## config.mk

```make
export PLATFORM = sky130hd
export DESIGN_NAME = ebla_aligner
export DESIGN_NICKNAME = d
export VERILOG_FILES = /design/src/shared/ebla_pkg.sv /design/src/hw/ebla_aligner.sv
export SDC_FILE = /design/constraint.sdc
export NUM_CORES = 1
export LEC_CHECK = 0
export ABC_AREA = 1
export BUFFER_PORTS_ARGS = -buffer_cell sky130_fd_sc_hd__buf_2
export CORE_ASPECT_RATIO = 1.4
export CORE_UTILIZATION = 40
export DETAILED_ROUTE_END_ITERATION = 7
export GPL_TIMING_DRIVEN = 0
export PLACE_DENSITY_LB_ADDON = 0.05
export SLEW_MARGIN = 20
export SYNTH_ARGS = -nofsm -noshare
export SYNTH_HDL_FRONTEND = slang
export SYNTH_SLANG_ARGS = --single-unit
```

## constraint.sdc

```tcl
create_clock -name core_clk_i -period 4.9 [get_ports core_clk_i]
set_input_delay 0.49 -clock core_clk_i [delete_from_list [all_inputs] [get_ports core_clk_i]]
set_output_delay 0.49 -clock core_clk_i [all_outputs]
set_load 0.02 [all_outputs]
```

## src/shared/ebla_pkg.sv

```systemverilog
// package: widths, encodings and lane layout for the byte-lane aligner
package ebla_pkg;
  // access sizes from the requester
  typedef enum logic [1:0] {
    EBLA_SZ_BYTE = 2'h0,
    EBLA_SZ_WORD = 2'h1,
    EBLA_SZ_LONG = 2'h2
  } ebla_size_e;

  // external device widths
  typedef enum logic [1:0] {
    EBLA_DW_8  = 2'h0,
    EBLA_DW_16 = 2'h1,
    EBLA_DW_32 = 2'h2
  } ebla_width_e;

  // memory type of the accessed area, picks strobe meaning
  typedef enum logic [1:0] {
    EBLA_MT_NORMAL = 2'h0,
    EBLA_MT_DRAM   = 2'h1,
    EBLA_MT_SDRAM  = 2'h2
  } ebla_mtype_e;

  // sequencer states, gray along idle -> busy
  typedef enum logic [1:0] {
    EBLA_ST_IDLE = 2'h0,
    EBLA_ST_BUSY = 2'h1
  } ebla_state_e;

  localparam int          EBLA_DATA_W   = 32;
  localparam int          EBLA_ADDR_W   = 32;
  localparam logic        EBLA_BIG      = 1'b0;  // pin low = big endian
  localparam logic [1:0]  EBLA_CNT_ZERO = 2'h0;

  // internal request
  typedef struct packed {
    logic [EBLA_ADDR_W-1:0] addr;
    ebla_size_e             size;
    logic                   write;
    logic [EBLA_DATA_W-1:0] wdata;  // right-justified
  } ebla_req_s;

  // one external bus cycle
  typedef struct packed {
    logic [EBLA_ADDR_W-1:0] addr;
    logic                   write;
    logic [EBLA_DATA_W-1:0] data;
    logic [3:0]             lanes;  // lane enable, bit n = lane n
  } ebla_ext_s;
endpackage

```

## src/hw/ebla_aligner.sv

```systemverilog
// byte-lane steering and access splitting for the external bus
`timescale 1ns/1ps
module ebla_aligner (
  // clock and reset
  input  wire logic                  core_clk_i,
  input  wire logic                  nrst_i,
  // strap
  input  wire logic                  endian_select_pin_i,
  // configuration of the accessed area
  input  wire ebla_pkg::ebla_width_e dev_width_i,
  input  wire ebla_pkg::ebla_mtype_e mem_type_i,
  // internal request side
  input  wire logic                  req_valid_i,
  output logic                       req_ready_o,
  input  wire ebla_pkg::ebla_req_s   req_i,
  output logic                       rsp_valid_o,
  output logic [31:0]                rsp_rdata_o,
  // external bus side
  output logic                       ext_valid_o,
  input  wire logic                  ext_ready_i,
  output ebla_pkg::ebla_ext_s        ext_o,
  input  wire logic [31:0]           ext_rdata_i,
  // lane strobes, active low; data masks active high (high = masked)
  output logic                       lane3_write_strobe_n_o,
  output logic                       lane2_write_strobe_n_o,
  output logic                       lane1_write_strobe_n_o,
  output logic                       lane0_write_strobe_n_o,
  output logic                       lane3_column_strobe_n_o,
  output logic                       lane2_column_strobe_n_o,
  output logic                       lane1_column_strobe_n_o,
  output logic                       lane0_column_strobe_n_o,
  output logic                       lane3_data_mask_o,
  output logic                       lane2_data_mask_o,
  output logic                       lane1_data_mask_o,
  output logic                       lane0_data_mask_o,
  // endian mode in force
  output logic                       little_endian_o
);

  // state
  ebla_pkg::ebla_state_e  state_r, state_nxt;
  ebla_pkg::ebla_req_s    req_r;
  ebla_pkg::ebla_width_e  width_r;
  logic [1:0]             cnt_r, cnt_nxt;   // current sub-access
  logic [1:0]             last_r;           // index of last sub-access
  logic                   strap_done_r;
  logic                   le_r;
  logic [31:0]            acc_r, acc_nxt;   // read assembly

  // number of sub-accesses minus one
  function automatic logic [1:0] last_idx(ebla_pkg::ebla_size_e sz,
                                          ebla_pkg::ebla_width_e w);
    logic [1:0] r;
    r = 2'h0;
    if (w == ebla_pkg::EBLA_DW_8)
      r = (sz == ebla_pkg::EBLA_SZ_LONG) ? 2'h3 :
          (sz == ebla_pkg::EBLA_SZ_WORD) ? 2'h1 : 2'h0;
    else if (w == ebla_pkg::EBLA_DW_16)
      r = (sz == ebla_pkg::EBLA_SZ_LONG) ? 2'h1 : 2'h0;
    return r;
  endfunction

  // byte index within the value (0 = least significant) for address-order
  // position k (0 = lowest address of the request); le picks order
  function automatic logic [1:0] pick(logic le, logic [1:0] nbytes_m1,
                                      logic [1:0] k);
    return le ? k : 2'(nbytes_m1 - k);
  endfunction

  // sub-access geometry
  logic [1:0]  sub_bytes_m1;   // bytes per sub-access minus one
  logic [1:0]  tot_bytes_m1;   // bytes in whole request minus one
  logic [1:0]  sub_off;        // address offset of this sub-access
  logic [1:0]  sub_addr;       // low address bits of this sub-access
  logic [1:0]  base_lane;      // lowest lane used
  logic [3:0]  lanes;
  logic [31:0] wbus;
  logic [31:0] rpart;
  logic        is_last;

  assign tot_bytes_m1 = (req_r.size == ebla_pkg::EBLA_SZ_LONG) ? 2'h3 :
                        (req_r.size == ebla_pkg::EBLA_SZ_WORD) ? 2'h1 :
                        2'h0;
  assign sub_bytes_m1 = (width_r == ebla_pkg::EBLA_DW_8) ? 2'h0 :
                        (width_r == ebla_pkg::EBLA_DW_16 &&
                         tot_bytes_m1 == 2'h3) ? 2'h1 : tot_bytes_m1;
  // ascending address order of sub-accesses
  assign sub_off  = (width_r == ebla_pkg::EBLA_DW_8) ? cnt_r :
                    {cnt_r[0], 1'b0};
  assign sub_addr = 2'(req_r.addr[1:0] + sub_off);
  assign is_last  = (cnt_r == last_r);

  // lane placement: 8-bit uses lane0 16-bit uses lanes 1:0
  // BE even byte on lane1 32-bit BE mirrors, LE straight
  always_comb begin
    base_lane = 2'h0;
    if (width_r == ebla_pkg::EBLA_DW_16) begin
      if (sub_bytes_m1 == 2'h0)
        base_lane = {1'b0, sub_addr[0] ^ ~le_r};
    end else if (width_r == ebla_pkg::EBLA_DW_32) begin
      if (le_r)
        base_lane = sub_addr;
      else
        base_lane = 2'(2'h3 - sub_addr - sub_bytes_m1);
    end
  end

  // data steering: byte k of the sub-unit on lane base_lane+k;
  // the sub-unit holds value bytes chosen by endian and order
  always_comb begin
    lanes = 4'h0;
    wbus  = 32'h0;
    rpart = acc_r;
    for (int k = 0; k < 4; k++) begin
      logic [1:0] ln;
      logic [1:0] vb;
      logic [1:0] pos;
      ln  = 2'(base_lane + k[1:0]);
      // position in address order within the request
      pos = le_r ? 2'(sub_off + k[1:0])
                 : 2'(sub_off + sub_bytes_m1 - k[1:0]);
      vb  = pick(le_r, tot_bytes_m1, pos);
      if (2'(k) <= sub_bytes_m1) begin
        lanes[ln]         = 1'b1;
        wbus[ln*8 +: 8]   = req_r.wdata[vb*8 +: 8];
        rpart[vb*8 +: 8]  = ext_rdata_i[ln*8 +: 8];
      end
    end
  end

  // sequencing: one request becomes 1, 2 or 4 bus cycles
  always_comb begin
    state_nxt = state_r;
    cnt_nxt   = cnt_r;
    acc_nxt   = acc_r;
    case (state_r)
      ebla_pkg::EBLA_ST_IDLE: begin
        if (req_valid_i && strap_done_r) begin
          state_nxt = ebla_pkg::EBLA_ST_BUSY;
          cnt_nxt   = ebla_pkg::EBLA_CNT_ZERO;
          acc_nxt   = 32'h0;
        end
      end
      ebla_pkg::EBLA_ST_BUSY: begin
        if (ext_ready_i) begin
          acc_nxt = rpart;
          cnt_nxt = 2'(cnt_r + 2'h1);
          if (is_last)
            state_nxt = ebla_pkg::EBLA_ST_IDLE;
        end
      end
      default: state_nxt = ebla_pkg::EBLA_ST_IDLE;
    endcase
  end

  assign req_ready_o = (state_r == ebla_pkg::EBLA_ST_IDLE) && strap_done_r;
  assign ext_valid_o = (state_r == ebla_pkg::EBLA_ST_BUSY);
  assign ext_o.addr  = {req_r.addr[31:2], sub_addr};
  assign ext_o.write = req_r.write;
  assign ext_o.data  = wbus;
  assign ext_o.lanes = lanes;

  // strobe meaning follows memory type of the area
  wire en = ext_valid_o;
  wire nm = en && mem_type_i == ebla_pkg::EBLA_MT_NORMAL && req_r.write;
  wire dr = en && mem_type_i == ebla_pkg::EBLA_MT_DRAM;
  wire sd = en && mem_type_i == ebla_pkg::EBLA_MT_SDRAM;
  assign lane3_write_strobe_n_o  = ~(nm & lanes[3]);
  assign lane2_write_strobe_n_o  = ~(nm & lanes[2]);
  assign lane1_write_strobe_n_o  = ~(nm & lanes[1]);
  assign lane0_write_strobe_n_o  = ~(nm & lanes[0]);
  assign lane3_column_strobe_n_o = ~(dr & lanes[3]);
  assign lane2_column_strobe_n_o = ~(dr & lanes[2]);
  assign lane1_column_strobe_n_o = ~(dr & lanes[1]);
  assign lane0_column_strobe_n_o = ~(dr & lanes[0]);
  assign lane3_data_mask_o       = ~(sd & lanes[3]);  // high = masked
  assign lane2_data_mask_o       = ~(sd & lanes[2]);
  assign lane1_data_mask_o       = ~(sd & lanes[1]);
  assign lane0_data_mask_o       = ~(sd & lanes[0]);
  assign little_endian_o         = le_r;

  // endian strap caught on first edge after reset release
  always_ff @(posedge core_clk_i or negedge nrst_i) begin
    if (!nrst_i) begin
      strap_done_r <= 1'b0;
      le_r         <= 1'b0;
    end else if (!strap_done_r) begin
      strap_done_r <= 1'b1;
      le_r         <= (endian_select_pin_i != ebla_pkg::EBLA_BIG);
    end
  end

  // request capture and sequencer registers
  always_ff @(posedge core_clk_i or negedge nrst_i) begin
    if (!nrst_i) begin
      state_r <= ebla_pkg::EBLA_ST_IDLE;
      cnt_r   <= 2'h0;
      last_r  <= 2'h0;
      acc_r   <= 32'h0;
      req_r   <= '0;
      width_r <= ebla_pkg::EBLA_DW_32;
    end else begin
      state_r <= state_nxt;
      cnt_r   <= cnt_nxt;
      acc_r   <= acc_nxt;
      if (req_valid_i && req_ready_o) begin
        req_r   <= req_i;
        width_r <= dev_width_i;
        last_r  <= last_idx(req_i.size, dev_width_i);
      end
    end
  end

  // read answer after the last sub-access
  always_ff @(posedge core_clk_i or negedge nrst_i) begin
    if (!nrst_i) begin
      rsp_valid_o <= 1'b0;
      rsp_rdata_o <= 32'h0;
    end else begin
      rsp_valid_o <= ext_valid_o && ext_ready_i && is_last;
      if (ext_valid_o && ext_ready_i && is_last)
        rsp_rdata_o <= rpart;
    end
  end
endmodule

```

==> impl_metrics.json <==
{
  "vias_per_cell": 5.19,
  "synthFlopType": "dfrtp_1",
  "cts_tree": "yes",
  "synth_top_area_cell": "dfrtp_1",
  "fin_nets": 2273,
  "htreeDepth": 4,
  "ys_seq_elements": 141,
  "grt_overflow": 0,
  "cp-start-kind": "register",
  "finClkSkew_ns": 0.0171,
  "grt.total_usage_pct": 30.9,
  "core.rowCount": 72,
  "io_buffer_count": 224,
  "yosys_warnings": 0,
  "routedWlPerCell_um": 17.6,
  "worstMarginPinSlew_ns": 1.06,
  "hold_start": "req_i[58]",
  "grt_max_degree": 82,
  "clk_path_buf_depth": 2,
  "rsz0062_at_grt": "true",
  "syn-cell-area_um2": 11400,
  "core_area_um2": 27700,
  "cts-root-buf": "clkbuf_16",
  "clk_pin_slew_worst_paths_ns": 0.07,
  "clk_latency_ns": 0.45,
  "hold_depth": 3,
  "rrSetupSlack_ns": 0.29,
  "reg2reg_to": "rsp_rdata_o[7]",
  "setup_viol": 0,
  "dieArea_um2": 29100,
  "place_congestion": 0.976,
  "yosysSeqAreaShare_pct": 31.1,
  "max-cap-violations": 0,
  "synth_area_leaders": "dfrtp_1 (31%), nand2_1 (29%), o21ai_0 (7.0%)",
  "chipHeight_um": 201,
  "dp.final_hpwl_um": 35300,
  "final-hold-violation-count": 0,
  "drtIter0Drc": 886,
  "cpLargestDelayFamily": "compound AO/OA/AOI/OAI gates",
  "die_w_um": 144,
  "end_kind": "output port",
  "initial_core_util_pct": 40.9,
  "min_to": "ext_o[60]",
  "grt_pass1_wl_um": 66900,
  "yosys.area.top_type_share_pct": 30.9,
  "crit_buf_inv": 4,
  "synth_cells": 1886,
  "drive_gt1_share_pct": 18.0,
  "synth.cells.most_frequent": "nand2_1 (864), o21ai_0 (158), dfrtp_1 (140), nor2_1 (131), inv_1 (129)",
  "rr_worst_depth": 17,
  "max_freq_mhz": 213,
  "worst-path-max-fanout": 10,
  "cts_buffers": 17,
  "syn_nets": 2022,
  "ant_nets": 0,
  "drt_wl_total_um": 44300,
  "critPathArrivalTime_ns": 4.21,
  "hold_path_class": "in2reg",
  "final.min_clock_period_ns": 4.70,
  "synth.distinct_cells": 42,
  "dr.pass1.iters": 5,
  "n_fill_cell": 3051,
  "outcome": "completed",
  "antenna_found_initial": 1,
  "areaGrowthSynthToFinish_pct": 21.1,
  "worstSetupPathType": "reg2out",
  "maxSlewViolCount": 0,
  "r2r-start": "req_r[33]",
  "finish.utilization_pct": 49.5,
  "cts.sinks": 141,
  "crit_required_ns": 4.41,
  "syn_avg_cell_area_um2": 6.02,
  "first_global_vias": 12500,
  "ios": 225,
  "fin_crit_sh_pct": 96.0,
  "drc": 0,
  "slowest_delay_ns": 0.44,
  "async_flop_share_pct": 100,
  "synth.most_common_cell": "nand2_1",
  "synth-edff-count": 0,
  "vias": 13100,
  "path_cells": "inv_1, ha_1, nor2_2, inv_1, o21ai_0, ha_1, o21ai_2, clkbuf_1, nand2_1, o21ai_0, nand2_1, a21oi_1, a31oi_1, a2bb2oi_1, buf_2",
  "slowest_stage": "clkbuf_1",
  "relSlewSlack_pct": 28.6
}
-- cell families after synthesis --
| kind of cell | after synthesis | share of synthesized area [%] |
|---|---|---|
| flip-flops | 141 | 31.1 |
| adder cells (fa/ha/maj) | 28 | 3.09 |
| AO/OA/AOI/OAI | 325 | 15.2 |
| AND/OR/NAND/NOR | 1133 | 40.3 |
| XOR/XNOR | 4 | 0.309 |
| other | 1 | 0.0330 |
| buffers and inverters | 254 | 10.0 |
-- cell type report --
class	instances	area, um^2	share of cell area (%)
Timing Repair Buffer	232	1210	8.83
Antenna cell	1	2.50	0.0182
Inverter	142	536	3.90
Clock inverter	13	175	1.27
Buffer	112	624	4.54
Multi-Input combinational cell	1491	6760	49.2
Sequential cell	141	3530	25.7
Tap cell	370	463	3.37
Clock buffer	19	443	3.22
-- timing repair --
| action | CTS | global route |
|---|---|---|
| hold buffers | 1 | 0 |
| setup endpoints to repair | 30 | 88 |
| resized for setup | 10 | 32 |
| pin swaps | 1 | 5 |
| endpoints found under the hold margin | 20 | 0 |
| setup buffers | 1 | 5 |
-- per-stage QoR --
stage                     cells  area [um^2]  setup slack [ns]  setup TNS, ns  hold WS, ns
after global routing       2520        13700           -0.0387         -0.148        0.236
after detailed placement   2481        13000           -0.0353        -0.0353        0.453
after floorplan            1886        11400             0.867              0        0.194
after CTS                  2515        13600            0.0102              0        0.218
final                      2521        13700             0.196              0        0.230
after global placement     2480        12900           -0.0242        -0.0469        0.458
-- sequential cells by signal (all words and copies together), names as in the netlist --
name,flops
acc_r,32
cnt_r,2
ext_o,31
last_r,2
little_endian_o,1
req_r,36
rsp_rdata_o,32
rsp_valid_o,1
state_r,1
strap_done_r,1
width_r,2
-- cell usage in the layout, fill, tap and decap left out, types with 6 or more instances in the layout --
master	n
nand2_1	862
buf_2	240
o21ai_0	158
dfrtp_1	140
inv_1	129
nor2_1	126
a21oi_1	72
nand3_1	68
o21ai_1	63
buf_4	43
clkbuf_1	38
nand4_1	32
ha_1	27
clkbuf_16	17
o21ai_2	15
nand2_2	11
clkinv_1	10
clkbuf_2	8
nor3_1	7
buf_1	7
nor2_2	6
nand3_2	6
-- tightest hold or removal path, cell delays in order --
cell     delay, ns
buf_2         0.07
nand2_1       0.04
nand2_1       0.04
-- routing by layer --
layer	vias to the layer above	GRT usage (%)	wire length [um]
met4	0	20.1	2870
met1	6084	33.1	16400
met5	-	0	0
li1	6477	-	-
met2	420	56.0	23100
met3	115	3.69	1900
-- how the worst max path moves through the flow --
stage,cells past startpoint,to,from
2_1_floorplan,19,ext_o[26],width_r[1]
3_3_place_gp,20,rsp_rdata_o[27],req_r[33]
3_5_place_dp,17,rsp_rdata_o[7],req_r[33]
4_1_cts,17,rsp_rdata_o[7],req_r[33]
5_1_grt,17,ext_o[18],req_r[33]
6_report,15,ext_o[26],req_r[33]
Power is not shown: default switching activity piles up to over one toggle a cycle in this logic, so the estimate is an artifact.
